[config.mk]
export PLATFORM = sky130hd
export DESIGN_NAME = pti_regs
export DESIGN_NICKNAME = d
export VERILOG_FILES = /design/src/pti_pkg.sv /design/src/pti_refcalc.sv /design/src/pti_pinctl.sv /design/src/pti_regs.sv
export VERILOG_INCLUDE_DIRS = /design/src /design/src/src
export SDC_FILE = /design/constraint.sdc
export NUM_CORES = 1
export LEC_CHECK = 0
export ABC_AREA = 1
export BUFFER_PORTS_ARGS = -buffer_cell sky130_fd_sc_hd__clkbuf_2
export CORE_ASPECT_RATIO = 0.6
export CORE_UTILIZATION = 59
export CTS_CLUSTER_DIAMETER = 60
export CTS_CLUSTER_SIZE = 30
export DETAILED_ROUTE_END_ITERATION = 7
export GPL_ROUTABILITY_DRIVEN = 0
export PLACE_DENSITY = 0.81
export RECOVER_POWER = 50
export SYNTH_ARGS = -nofsm -noshare
export SYNTH_HDL_FRONTEND = slang
export SYNTH_SLANG_ARGS = --single-unit
export TNS_END_PERCENT = 100
[constraint.sdc]
create_clock -name clock_in -period 5.7 [get_ports clock_in]
set_input_delay 0.57 -clock clock_in [delete_from_list [all_inputs] [get_ports clock_in]]
set_output_delay 0.57 -clock clock_in [all_outputs]
set_load 0.005 [all_outputs]
[src/pti_map.svh]
// register map, field positions and reset values of the pressure threshold core
// assumes: included by bare name from every design file that needs a constant
// Function
// - registers selected by seven-bit address
// - threshold function active when either enable set
// - compare differential pressure with 15-bit threshold
// - threshold split low/high bytes, reset zero
// - high/low enables request interrupt above/below
// - latch request holds interrupt in source register
// - subtract mode captures reference, subtracts everywhere
// - subtract enable self-clears after first conversion
// - subtract reset returns normal, clears reference
// - irq-only mode captures reference, output unmodified
// - irq-only enable self-clears after first conversion, after second if subtract also pending
// - interrupt pin output under I3C when enabled
// - two-wire bus disable turns off I2C/I3C
// - SPI four-wire at zero, three-wire at one
// - pull enables connect, pull disables disconnect
`ifndef PTI_MAP_SVH
`define PTI_MAP_SVH

// widths
`define PTI_ADDR_W 7
`define PTI_DATA_W 8
`define PTI_PRESS_W 24
`define PTI_REF_W 16
`define PTI_THS_W 15
`define PTI_DIFF_W 17

// register addresses
`define PTI_ADDR_IRQ_CFG 7'h0B
`define PTI_ADDR_THS_LOW 7'h0C
`define PTI_ADDR_THS_HIGH 7'h0D
`define PTI_ADDR_IF_CTRL 7'h0E
`define PTI_ADDR_IDENT 7'h0F
`define PTI_ADDR_CTRL_ONE 7'h10
`define PTI_ADDR_REF_LOW 7'h16
`define PTI_ADDR_REF_HIGH 7'h17
`define PTI_ADDR_IRQ_SRC 7'h24
`define PTI_ADDR_OUT_XL 7'h28
`define PTI_ADDR_OUT_L 7'h29
`define PTI_ADDR_OUT_H 7'h2A

// threshold_irq_config fields
`define PTI_CFG_IRQREF_EN 7
`define PTI_CFG_IRQREF_RST 6
`define PTI_CFG_SUBREF_EN 5
`define PTI_CFG_SUBREF_RST 4
`define PTI_CFG_LATCH 2
`define PTI_CFG_LOW_EN 1
`define PTI_CFG_HIGH_EN 0

// interface_control fields
`define PTI_IF_IRQ_I3C 7
`define PTI_IF_BUS_DIS 6
`define PTI_IF_SPI_SEL 5
`define PTI_IF_SDA_PU 4
`define PTI_IF_SDO_PU 3
`define PTI_IF_IRQ_PIN_PULLDOWN_DISABLE 2
`define PTI_IF_SELECT_PIN_PULLUP_DISABLE 1

// interrupt source fields
`define PTI_SRC_HIGH 0
`define PTI_SRC_LOW 1
`define PTI_SRC_ACTIVE 2

// reset values
`define PTI_RST_BYTE 8'h00
`define PTI_RST_REF 16'h0000
`define PTI_RST_PRESS 24'h000000
`define PTI_RST_SRC 3'h0
`define PTI_RST_CTRL 7'h00
// identification value: arbitrary, names no part
`define PTI_IDENT_VAL 8'h5A

`endif

[src/pti_pkg.sv]
// types shared by the pressure threshold core
// assumes: compiled before every module of the core
package pti_pkg;
   // reference handling mode of the differential path
   typedef enum logic [1:0] {
      PTI_MODE_NORMAL,
      PTI_MODE_SUBTRACT,
      PTI_MODE_IRQ_ONLY
   } pti_mode_t;
endpackage

[src/pti_refcalc.sv]
// differential pressure arithmetic: compare value and reported output pressure
// assumes: measured sample and reference are stable while the caller samples them
`timescale 1ns/1ps
`include "pti_map.svh"
module pti_refcalc
   import pti_pkg::*;
(
   input wire logic [`PTI_PRESS_W-1:0] meas_in,
   input wire logic [`PTI_REF_W-1:0] ref_in,
   input wire pti_mode_t mode_in,
   output logic signed [`PTI_DIFF_W-1:0] diff_out,
   output logic [`PTI_PRESS_W-1:0] output_pressure
);
   // reference only counts outside normal mode
   wire logic use_ref = (mode_in != PTI_MODE_NORMAL);
   wire logic [`PTI_REF_W-1:0] eff_ref = use_ref ? ref_in : `PTI_RST_REF;
   // upper sixteen bits share the threshold scale of 1/16 hPa
   wire logic [`PTI_REF_W-1:0] meas_hi = meas_in[`PTI_PRESS_W-1:`PTI_PRESS_W-`PTI_REF_W];
   // widen by one bit so the difference keeps its sign
   assign diff_out = $signed({1'b0, meas_hi}) - $signed({1'b0, eff_ref});
   // reference only subtracted from output in subtract mode
   wire logic [`PTI_PRESS_W-1:0] ref_full = {ref_in, 8'h00};
   assign output_pressure = (mode_in == PTI_MODE_SUBTRACT) ?
                      meas_in - ref_full : meas_in;
endmodule

[src/pti_pinctl.sv]
// pin and interface steering decoded from interface_control
// assumes: i3c_active_in comes from the bus engine on the same clock
`timescale 1ns/1ps
`include "pti_map.svh"
module pti_pinctl (
   input wire logic [`PTI_DATA_W-1:0] if_ctrl_in,
   input wire logic i3c_active_in,
   input wire logic irq_level_in,
   output logic irq_pin_data_out,
   output logic irq_pin_oe_n_out,
   output logic two_wire_enable_out,
   output logic spi_three_wire_out,
   output logic data_line_pullup_out,
   output logic serial_out_pullup_out,
   output logic irq_pin_pulldown_out,
   output logic select_pin_pullup_out
);
   // under I3C the pin drives only when allowed; otherwise it always drives
   wire logic pin_drive = !i3c_active_in || if_ctrl_in[`PTI_IF_IRQ_I3C];
   assign irq_pin_oe_n_out = !pin_drive;
   assign irq_pin_data_out = irq_level_in;
   // two-wire engines idle when disabled
   assign two_wire_enable_out = !if_ctrl_in[`PTI_IF_BUS_DIS];
   assign spi_three_wire_out = if_ctrl_in[`PTI_IF_SPI_SEL];
   // enables connect, disables disconnect
   assign data_line_pullup_out = if_ctrl_in[`PTI_IF_SDA_PU];
   assign serial_out_pullup_out = if_ctrl_in[`PTI_IF_SDO_PU];
   assign irq_pin_pulldown_out = !if_ctrl_in[`PTI_IF_IRQ_PIN_PULLDOWN_DISABLE];
   assign select_pin_pullup_out = !if_ctrl_in[`PTI_IF_SELECT_PIN_PULLUP_DISABLE];
endmodule

[src/pti_regs.sv]
// register bank and threshold event logic of the pressure core
// assumes: the serial engine hands over decoded accesses on the same clock;
// conversions arrive as a one-cycle strobe with the measured sample beside it
`timescale 1ns/1ps
`include "pti_map.svh"
module pti_regs
   import pti_pkg::*;
(
   input wire logic clock_in,
   input wire logic rstn_in,
   // register access from the serial engine
   input wire logic [`PTI_ADDR_W-1:0] reg_addr_in,
   input wire logic reg_wr_in,
   input wire logic reg_rd_in,
   input wire logic [`PTI_DATA_W-1:0] reg_wdata_in,
   output logic [`PTI_DATA_W-1:0] reg_rdata_out,
   // conversion results
   input wire logic conv_done_in,
   input wire logic [`PTI_PRESS_W-1:0] meas_pressure_in,
   // bus state
   input wire logic i3c_active_in,
   // event and pin outputs
   output logic threshold_irq_out,
   output logic [`PTI_PRESS_W-1:0] output_pressure_out,
   output logic irq_pin_data_out,
   output logic irq_pin_oe_n_out,
   output logic two_wire_enable_out,
   output logic spi_three_wire_out,
   output logic data_line_pullup_out,
   output logic serial_out_pullup_out,
   output logic irq_pin_pulldown_out,
   output logic select_pin_pullup_out
);

   // ---------------- storage ----------------
   logic irq_ref_en_r; // irq-only reference request
   logic sub_ref_en_r; // subtract reference request
   logic latch_r; // latch_request
   logic low_en_r; // low_event_enable
   logic high_en_r; // high_event_enable
   logic [`PTI_DATA_W-1:0] ths_low_r; // threshold bits 7..0
   logic [`PTI_DATA_W-2:0] ths_high_r; // threshold bits 14..8
   logic [`PTI_DATA_W-1:0] if_ctrl_r; // interface_control
   logic [`PTI_DATA_W-2:0] ctrl_one_r; // control_one, bit 7 fixed at zero
   logic [`PTI_REF_W-1:0] ref_r; // captured reference
   pti_mode_t mode_r; // current reference mode
   logic [2:0] src_r; // interrupt source flags
   logic [`PTI_PRESS_W-1:0] press_r; // reported output pressure
   logic [`PTI_DATA_W-1:0] rdata_r; // read data register

   // ---------------- address decode ----------------
   // full seven-bit compare; other addresses store nothing, unmapped ones read zero
   wire logic hit_cfg = (reg_addr_in == `PTI_ADDR_IRQ_CFG);
   wire logic hit_ths_l = (reg_addr_in == `PTI_ADDR_THS_LOW);
   wire logic hit_ths_h = (reg_addr_in == `PTI_ADDR_THS_HIGH);
   wire logic hit_if = (reg_addr_in == `PTI_ADDR_IF_CTRL);
   wire logic hit_ctrl = (reg_addr_in == `PTI_ADDR_CTRL_ONE);
   wire logic hit_src = (reg_addr_in == `PTI_ADDR_IRQ_SRC);

   // write strobes per register
   wire logic wr_cfg = reg_wr_in && hit_cfg;
   wire logic wr_ths_l = reg_wr_in && hit_ths_l;
   wire logic wr_ths_h = reg_wr_in && hit_ths_h;
   wire logic wr_if = reg_wr_in && hit_if;
   wire logic wr_ctrl = reg_wr_in && hit_ctrl;

   // reading the source register releases latched flags
   wire logic rd_src = reg_rd_in && hit_src;

   // reset strobes are one-shot actions and are never stored
   wire logic sub_reset = wr_cfg && reg_wdata_in[`PTI_CFG_SUBREF_RST];
   wire logic irq_reset = wr_cfg && reg_wdata_in[`PTI_CFG_IRQREF_RST];

   // ---------------- arithmetic ----------------
   wire logic [`PTI_THS_W-1:0] ths_val = {ths_high_r, ths_low_r};
   logic signed [`PTI_DIFF_W-1:0] diff_val;
   logic [`PTI_PRESS_W-1:0] press_calc;

   // shared subtract path for both reference modes
   pti_refcalc u_refcalc (
      .meas_in(meas_pressure_in),
      .ref_in(ref_r),
      .mode_in(mode_r),
      .diff_out(diff_val),
      .output_pressure(press_calc)
   );

   // ---------------- capture decisions ----------------
   // a pending request is served by the next conversion; irq-only waits while subtract is pending
   wire logic cap_sub = conv_done_in && sub_ref_en_r;
   wire logic cap_irq = conv_done_in && irq_ref_en_r && !sub_ref_en_r;
   wire logic capture = cap_sub || cap_irq;
   // reference sample in threshold scale
   wire logic [`PTI_REF_W-1:0] meas_hi =
      meas_pressure_in[`PTI_PRESS_W-1:`PTI_PRESS_W-`PTI_REF_W];

   // ---------------- threshold compare ----------------
   // zero extension of the threshold to the difference width
   wire logic signed [`PTI_DIFF_W-1:0] ths_pos = $signed({2'b00, ths_val});
   wire logic signed [`PTI_DIFF_W-1:0] ths_neg = -ths_pos;
   wire logic func_on = high_en_r || low_en_r;
   // the capturing conversion is kept out of the compare, so it raises nothing
   wire logic cmp_ok = conv_done_in && func_on && !capture;
   wire logic evt_high = cmp_ok && high_en_r && (diff_val > ths_pos);
   wire logic evt_low = cmp_ok && low_en_r && (diff_val < ths_neg);
   wire logic [2:0] evt_vec = {evt_high || evt_low, evt_low, evt_high};

   // ---------------- source flag update ----------------
   // latched: flags stay until read; unlatched: each conversion refreshes them.
   // a new event in the cycle of the clearing read survives it
   wire logic src_drop = latch_r ? rd_src : conv_done_in;
   wire logic [2:0] src_nxt = (src_drop ? `PTI_RST_SRC : src_r) | evt_vec;

   // ---------------- mode update ----------------
   pti_mode_t mode_nxt;
   // subtract reset wins over a pending capture in the same cycle; irq reset only once already in irq-only mode
   always_comb begin
      mode_nxt = mode_r;
      if (cap_sub) begin
         mode_nxt = PTI_MODE_SUBTRACT;
      end else if (cap_irq) begin
         mode_nxt = PTI_MODE_IRQ_ONLY;
      end
      if (sub_reset) begin
         mode_nxt = PTI_MODE_NORMAL;
      end else if (irq_reset && mode_r == PTI_MODE_IRQ_ONLY) begin
         mode_nxt = PTI_MODE_NORMAL;
      end
   end

   // reference register: cleared by the subtract reset, loaded on capture
   wire logic [`PTI_REF_W-1:0] ref_nxt =
      sub_reset ? `PTI_RST_REF : (capture ? meas_hi : ref_r);

   // ---------------- request bits ----------------
   // software write wins; otherwise the serving conversion drops the request
   wire logic sub_en_nxt = wr_cfg ? reg_wdata_in[`PTI_CFG_SUBREF_EN] :
                           (cap_sub ? 1'b0 : sub_ref_en_r);
   wire logic irq_en_nxt = wr_cfg ? reg_wdata_in[`PTI_CFG_IRQREF_EN] :
                           (cap_irq ? 1'b0 : irq_ref_en_r);

   // ---------------- read mux ----------------
   logic [`PTI_DATA_W-1:0] rd_mux;
   // reset strobes and unused bits read as zero
   always_comb begin
      case (reg_addr_in)
         `PTI_ADDR_IRQ_CFG: begin
            rd_mux = {irq_ref_en_r, 1'b0, sub_ref_en_r, 1'b0, 1'b0,
                      latch_r, low_en_r, high_en_r};
         end
         `PTI_ADDR_THS_LOW: begin
            rd_mux = ths_low_r;
         end
         `PTI_ADDR_THS_HIGH: begin
            rd_mux = {1'b0, ths_high_r};
         end
         `PTI_ADDR_IF_CTRL: begin
            rd_mux = if_ctrl_r;
         end
         `PTI_ADDR_IDENT: begin
            rd_mux = `PTI_IDENT_VAL;
         end
         `PTI_ADDR_CTRL_ONE: begin
            rd_mux = {1'b0, ctrl_one_r};
         end
         `PTI_ADDR_REF_LOW: begin
            rd_mux = ref_r[7:0];
         end
         `PTI_ADDR_REF_HIGH: begin
            rd_mux = ref_r[15:8];
         end
         `PTI_ADDR_IRQ_SRC: begin
            rd_mux = {5'h00, src_r};
         end
         `PTI_ADDR_OUT_XL: begin
            rd_mux = press_r[7:0];
         end
         `PTI_ADDR_OUT_L: begin
            rd_mux = press_r[15:8];
         end
         `PTI_ADDR_OUT_H: begin
            rd_mux = press_r[23:16];
         end
         default: begin
            // unmapped addresses answer zero
            rd_mux = `PTI_RST_BYTE;
         end
      endcase
   end

   // ---------------- configuration registers ----------------
   // plain stored bits of threshold_irq_config
   always_ff @(posedge clock_in) begin
      if (!rstn_in) begin
         latch_r <= 1'b0;
         low_en_r <= 1'b0;
         high_en_r <= 1'b0;
      end else if (wr_cfg) begin
         latch_r <= reg_wdata_in[`PTI_CFG_LATCH];
         low_en_r <= reg_wdata_in[`PTI_CFG_LOW_EN];
         high_en_r <= reg_wdata_in[`PTI_CFG_HIGH_EN];
      end
   end

   // self-clearing reference requests
   always_ff @(posedge clock_in) begin
      if (!rstn_in) begin
         sub_ref_en_r <= 1'b0;
         irq_ref_en_r <= 1'b0;
      end else begin
         sub_ref_en_r <= sub_en_nxt;
         irq_ref_en_r <= irq_en_nxt;
      end
   end

   // threshold bytes; the top bit of the high byte is not stored
   always_ff @(posedge clock_in) begin
      if (!rstn_in) begin
         ths_low_r <= `PTI_RST_BYTE;
         ths_high_r <= `PTI_RST_CTRL;
      end else begin
         if (wr_ths_l) begin
            ths_low_r <= reg_wdata_in;
         end
         if (wr_ths_h) begin
            ths_high_r <= reg_wdata_in[`PTI_DATA_W-2:0];
         end
      end
   end

   // interface_control and control_one; bit 0 of the former reads zero
   always_ff @(posedge clock_in) begin
      if (!rstn_in) begin
         if_ctrl_r <= `PTI_RST_BYTE;
         ctrl_one_r <= `PTI_RST_CTRL;
      end else begin
         if (wr_if) begin
            if_ctrl_r <= {reg_wdata_in[`PTI_DATA_W-1:1], 1'b0};
         end
         if (wr_ctrl) begin
            ctrl_one_r <= reg_wdata_in[`PTI_DATA_W-2:0];
         end
      end
   end

   // ---------------- reference state ----------------
   always_ff @(posedge clock_in) begin
      if (!rstn_in) begin
         mode_r <= PTI_MODE_NORMAL;
         ref_r <= `PTI_RST_REF;
      end else begin
         mode_r <= mode_nxt;
         ref_r <= ref_nxt;
      end
   end

   // ---------------- results ----------------
   // output pressure follows each conversion; subtract capture conversion uses new ref
   always_ff @(posedge clock_in) begin
      if (!rstn_in) begin
         press_r <= `PTI_RST_PRESS;
      end else if (cap_sub) begin
         // subtract mode starts at zero offset from its own sample
         press_r <= meas_pressure_in - {meas_hi, 8'h00};
      end else if (conv_done_in) begin
         press_r <= press_calc;
      end
   end

   // interrupt source flags
   always_ff @(posedge clock_in) begin
      if (!rstn_in) begin
         src_r <= `PTI_RST_SRC;
      end else begin
         src_r <= src_nxt;
      end
   end

   // registered read data, valid the cycle after the read strobe
   always_ff @(posedge clock_in) begin
      if (!rstn_in) begin
         rdata_r <= `PTI_RST_BYTE;
      end else if (reg_rd_in) begin
         rdata_r <= rd_mux;
      end
   end

   // ---------------- outputs ----------------
   assign reg_rdata_out = rdata_r;
   assign output_pressure_out = press_r;
   assign threshold_irq_out = src_r[`PTI_SRC_ACTIVE];

   // pin steering from interface_control
   pti_pinctl u_pinctl (
      .if_ctrl_in(if_ctrl_r),
      .i3c_active_in(i3c_active_in),
      .irq_level_in(src_r[`PTI_SRC_ACTIVE]),
      .irq_pin_data_out(irq_pin_data_out),
      .irq_pin_oe_n_out(irq_pin_oe_n_out),
      .two_wire_enable_out(two_wire_enable_out),
      .spi_three_wire_out(spi_three_wire_out),
      .data_line_pullup_out(data_line_pullup_out),
      .serial_out_pullup_out(serial_out_pullup_out),
      .irq_pin_pulldown_out(irq_pin_pulldown_out),
      .select_pin_pullup_out(select_pin_pullup_out)
   );

endmodule

==> reports/metrics.yaml, run 1 <==
run_status:
  status: "finished clean"
floorplanning:
  rows: 29
  die_w_um: 139
  initial_core_util_pct: 61.7
  fp.dieArea_um2: 11700
  chipHeight_um: 84.2
  core_area_um2: 10800
  io_pins: 86
global_routing:
  grt_pass1_vias: 6284
  grt_pass1_wl_um: 33000
  grt_antenna_before_repair: 0
  overflow: 0
  track_usage_pct: 36.2
  grt_max_degree: 38
logic_synthesis:
  async_reset_ff_share_pct: 0
  synth-seq-area-share_pct: 26.2
  synth_fa_ha_area_share_pct: 11.0
  synth_top_family_by_area: "simple AND/OR/NAND/NOR gates"
  synthesis.area_um2: 6650
  synthDistinctLibCells: 48
  syn_inst: 1000
  synth_common_cells: "nand2_1 (207), inv_1 (140), a21oi_1 (127)"
  synth-compound-area-share_pct: 21.1
  synth_area_leaders: "dfxtp_1 (26%), nand2_1 (12%), ha_1 (10%), a21oi_1 (9.6%), inv_1 (7.9%)"
  ys_ff_latch: 87
  synth_ff_type: "dfxtp_1"
  synthSimpleGateAreaFrac_pct: 28.5
  synth_warnings: 0
  synth-edff-count: 0
  syn_avg_cell_area_um2: 6.65
  synth_xor_xnor_area_share_pct: 3.43
  synth_mux_area_share_pct: 0
  syn-num-nets: 1102
  post-synth-top-count-cell: "nand2_1"
  yosys.area.top_type_share_pct: 26.2
  synth_top_area_cell: "dfxtp_1"
worst_setup_path:
  end_kind: "flop"
  worstSetupStartpoint: "mode_r[1]"
  cp.required_ns: 5.98
  rr_worst_depth: 23
  crit_path_start_kind: "flop"
  worst-setup-path-type: "flop to flop"
  r2r-start: "mode_r[1]"
  critPathMaxFanout: 15
  crit_arrival_ns: 4.01
run:
  maxCapViolCount: 0
route:
  vias: 7093
  drtAntennaViolNets: 0
  route.detailed.drc: 0
  drtIter0Drc: 757
  routed_wl_um: 20900
  first_pass_iters: 6
  wl_per_cell_um: 17.2
  vias_per_cell: 5.81
min_path:
  whs_path_depth: 3
  min_path_type: "primary input to flop"
  hp-start: "meas_pressure_in[1]"
timing:
  min_period_ns: 3.73
  slew_viol_final: 0
  tightest_slew_ns: 0.869
  fin_setup_tns_ns: 0
  timing.slew.headroom_pct: 42.0
  setup_viol: 0
  rsz0062_at_grt: "no"
  timing.fmax_mhz: 268
  period_share_pct: 65.4
  hold_viol: 0
  skew_ns: 0.0134
placement:
  io_buffers: 85
  hpwl_um: 16800
finish:
  drive_above_1_share_pct: 11.7
  utilization_pct: 69.1
  nFillCells: 939
  n_antenna_cell: 0
  area_growth_pct: 12.0
  nets: 1178
clock_tree:
  ctsResizeCount: 0
  clockRootBuffer: "clkbuf_16"
  cts_max_path_buffers: 2
  cts_sinks: 87
  path_clk_slew_ns: 0.08
  cts_hold_buf: 0
  cts_tree: "built"
  htreeDepth: 3
  insertion_delay_ns: 0.36
  cts_buffers: 9
  post-cts-setup-buffers: 0
power_and_ir_drop:
  p_per_area_nw_per_um2: 204
  power_w: 0.00152
  ir_worst_vdd_mv: 0.154
  leakagePower_nw: 3.18
-- per-layer routing --
layer | vias up | track usage [%] | part of all wire (%)
li1 | 3539 | - | -
met5 | - | 0 | 0
met1 | 3121 | 53.5 | 47
met4 | 0 | 8.38 | 1.5
met2 | 405 | 50.1 | 38
met3 | 28 | 12.2 | 14
-- report_power, final --
group / leakage [nW] / switching, W / internal [W] / total [W]
Clock: 0.140 / 0.000283 / 0.000309 / 0.000593
Combinational: 2.34 / 0.000188 / 0.000107 / 0.000294
Sequential: 0.706 / 0.0000102 / 0.000619 / 0.000629
Total: 3.18 / 0.000481 / 0.00103 / 0.00152
-- worst max-delay path, cell delays in order, from the launching register on --
cell and delay, ns:
dfxtp_1 0.38, nor2_1 0.08, inv_1 0.36, nand2_1 0.18, fa_1 0.50, nand3_1 0.11
nand3_2 0.12, nand2_1 0.11, nand3_2 0.08, xor2_1 0.23, ha_1 0.30, a21oi_1 0.15
o21ai_0 0.09, nor3_1 0.18, nand2_1 0.09, nand3_1 0.08, nand3b_1 0.08, nand2_1 0.08
nand2_1 0.05, nand2_1 0.06, nand3_1 0.09, nand2_1 0.08, inv_1 0.03, a21oi_1 0.12
-- cell type report --
class	count	area, µm²	area share (%)
inverter	142	533	7.16
multi-input combinational	746	4260	57.2
clock buffer	9	225	3.03
timing repair buffer	90	440	5.92
sequential	87	1740	23.4
clock inverter	7	73.8	0.992
tap	139	174	2.34
-- cells by family after synthesis --
logic type	after synthesis
buffers and inverters	167
XOR/XNOR	26
AND/OR/NAND/NOR	413
AO/OA/AOI/OAI	250
flip-flops	87
adder cells (fa/ha/maj)	57
-- flip-flops by register name, indices dropped and copies added (netlist names) --
name,cells
latch_r,1
ref_r,16
if_ctrl_r,7
ctrl_one_r,7
reg_rdata_out,8
ths_low_r,8
output_pressure_out,24
ths_high_r,7
irq_ref_en_r,1
mode_r,2
src_r,3
high_en_r,1
low_en_r,1
sub_ref_en_r,1
-- layout by cell type (no fill, tap or decap), types with 17 or more instances in the layout --
master,count
nor2_1,64
nand2_1,207
xor2_1,21
nand3_1,70
a21oi_1,127
ha_1,55
inv_1,141
clkbuf_2,70
dfxtp_1,87
o22ai_1,17
o21ai_0,56
-- per-stage QoR --
step                worst slack, ns  instances  hold WS (ns)  instance area (µm²)
CTS                            2.03       1220         0.431                 7470
global placement               2.21       1204         0.454                 7170
finish                         1.97       1220         0.430                 7440
detailed placement             2.06       1204         0.455                 7170
floorplan                      2.58       1000         0.443                 6650
global route                   1.54       1220         0.451                 7440
-- path summary, 6_finish.rpt --
path	endpoint	slack, ns
max	src_r[2]	1.97
min	output_pressure_out[1]	0.43
max reg2reg	src_r[2]	1.97
min reg2reg	reg_rdata_out[2]	0.47
Note: power is estimated with default switching activity, not from simulation.
==> inputs of run 2 (changes only) <==
Settings changed: CORE_UTILIZATION 59 to 54, PLACE_DENSITY 0.81 to 0.78.
Clock period 5.7 ns to 3.4 ns, I/O delays scaled along.
==> run 2 against run 1 <==
Net effect:
- via count up 4.9%
- worst setup slack worse by 1.8 ns
- wire length grew 8.7%
- die area is 9.1% higher
- non-clock buffer count up 21
- cell count is 3.4% higher
- global-route usage fell by 1.2 points
- sequential share of layout area decreased by 1.4 points
- first-iteration DRC count is 22% higher
- hold slack worse by 0.21 ns
==> reports/metrics.yaml, run 2 (synthesized netlist as in run 1, its figures left out) <==
clock_tree:
  cts_max_path_buffers: 2
  path_clk_slew_ns: 0.07
  cts_sinks: 87
  htreeDepth: 3
  insertion_delay_ns: 0.35
  cts_tree: "built"
  clockRootBuffer: "clkbuf_16"
  cts_hold_buf: 0
  cts_buffers: 9
timing:
  period_share_pct: 95.6
  skew_ns: 0.00971
  timing.slew.headroom_pct: 42.4
  hold_viol: 0
  timing.fmax_mhz: 308
  min_period_ns: 3.25
  slew_viol_final: 0
  fin_ws_ns: 0.151
  setup_viol: 0
  tightest_slew_ns: 0.864
route:
  vias_per_cell: 5.90
  route.detailed.drc: 0
  wl_per_cell_um: 18.0
  vias: 7441
  drtIter0Drc: 920
  routed_wl_um: 22800
  drtAntennaViolNets: 0
  first_pass_iters: 6
min_path:
  min_path_type: "primary input to flop"
  whs_path_depth: 3
  hp-start: "meas_pressure_in[7]"
  whs_endpoint: "output_pressure_out[7]"
run_status:
  status: "finished clean"
finish:
  final_common_cell: "nand2_1"
  largest_register_ffs: 24
  layout_common_cells: "nand2_1 (201), inv_1 (139), a21oi_1 (126)"
  n_antenna_cell: 0
  nets: 1199
  area_growth_pct: 19.2
  drive_above_1_share_pct: 16.3
  utilization_pct: 68.1
worst_setup_path:
  rrSetupSlack_ns: 0.15
  slowest_stage: "fa_2"
  crit_path_start_kind: "flop"
  critPathBufInv: 3
  r2r-end: "src_r[0]"
  end_kind: "flop"
  r2r-start: "ref_r[0]"
  rr_worst_depth: 19
  crit_arrival_ns: 3.52
  cp_cell_sequence: "inv_1 -> nor2_1 -> ha_2 -> inv_2 -> fa_2 -> nand3_2 -> nand3_4 -> nand2_2 -> nand3_4 -> xor2_2 -> buf_4 -> ha_1 -> nand2_1 -> nor2_1 -> a21oi_1 -> or2_0 -> nand3_1 -> nand4_1 -> a21oi_1"
  cp_top_family: "simple AND/OR/NAND/NOR gates"
  worstSetupStartpoint: "ref_r[0]"
  critPathMaxFanout: 4
  cp.required_ns: 3.67
  worst-setup-path-type: "flop to flop"
  slowest_delay_ns: 0.37
placement:
  hpwl_um: 17800
  io_buffers: 85
  dp_slack_ns: 0.0430
run:
  maxCapViolCount: 0
global_routing:
  grt_pass1_vias: 6487
  grt_antenna_before_repair: 0
  overflow: 0
  grt_pass1_wl_um: 34400
  track_usage_pct: 35.1
  grt_max_degree: 38
power_and_ir_drop:
  leakagePower_nw: 3.33
  p_per_area_nw_per_um2: 345
  ir_worst_vdd_mv: 0.289
floorplanning:
  die_w_um: 145
  chipHeight_um: 87.9
  initial_core_util_pct: 57.1
  io_pins: 86
  core_area_um2: 11600
  rows: 30
  fp.dieArea_um2: 12800
## run 2: cell types whose count changed in the layout (fill, tap and decap cells not counted), sizes merged
cell / previous run / this run
clkbuf: 95 / 97
bufinv: 0 / 2
clkinvlp: 2 / 0
buf: 4 / 24
clkinv: 2 / 1
## run 2: layout make-up
class	count	area [µm²]
Fill cell	1052	3710
Inverter	142	533
Multi-Input combinational cell	746	4510
Clock buffer	10	239
Tap cell	160	200
Timing Repair Buffer	111	596
Sequential cell	87	1740
Clock inverter	6	97.6
## run 2: layer usage
layer | track usage, % | wire, µm | up-vias | share of wire, %
met4 | 9.09 | 493 | 2 | 2.2
met2 | 48.0 | 8550 | 509 | 38
met3 | 15.2 | 3670 | 50 | 16
li1 | - | - | 3586 | -
met1 | 49.6 | 10000 | 3294 | 44
met5 | 0 | 54 | - | 0.24
## run 2: report_power, final
part           total, W  switching, W  internal [W]  leakage, nW
registers       0.00106     0.0000173       0.00104        0.707
clock network   0.00113      0.000452      0.000676        0.166
logic          0.000553      0.000343      0.000210         2.46
total           0.00274      0.000812       0.00192         3.33
## run 2: repair_timing
| item | in CTS | in global routing |
|---|---|---|
| buffers inserted | 0 | 5 |
| endpoints found under the setup margin | 0 | 3 |
| gates resized for setup | 0 | 49 |
## run 2: worst min-delay path: cells and delay by family
family	cells	cell delay, ns
buf+inv	1	0.08
simple gates	2	0.12
## run 2: how the worst max path moves through the flow
stage	cells past startpoint	slack (ns)	end
4_1_cts	23	0.005	src_r[2]
2_1_floorplan	24	0.28	src_r[2]
3_3_place_gp	24	0.16	src_r[2]
5_1_grt	23	-0.05	src_r[2]
3_5_place_dp	24	0.04	src_r[2]
6_report	19	0.15	src_r[0]
## run 2: stage by stage
step	TNS, ns	std cells	power (W)	hold slack (ns)	cell area [µm²]
after floorplan	0	1000	0.00140	0.443	6650
after global placement	0	1241	0.00156	0.457	7310
after detailed placement	0	1241	0.00157	0.461	7310
after CTS	0	1257	0.00268	0.211	7650
after global routing	-0.0505	1262	0.00284	0.244	7920
final	0	1262	0.00274	0.217	7920
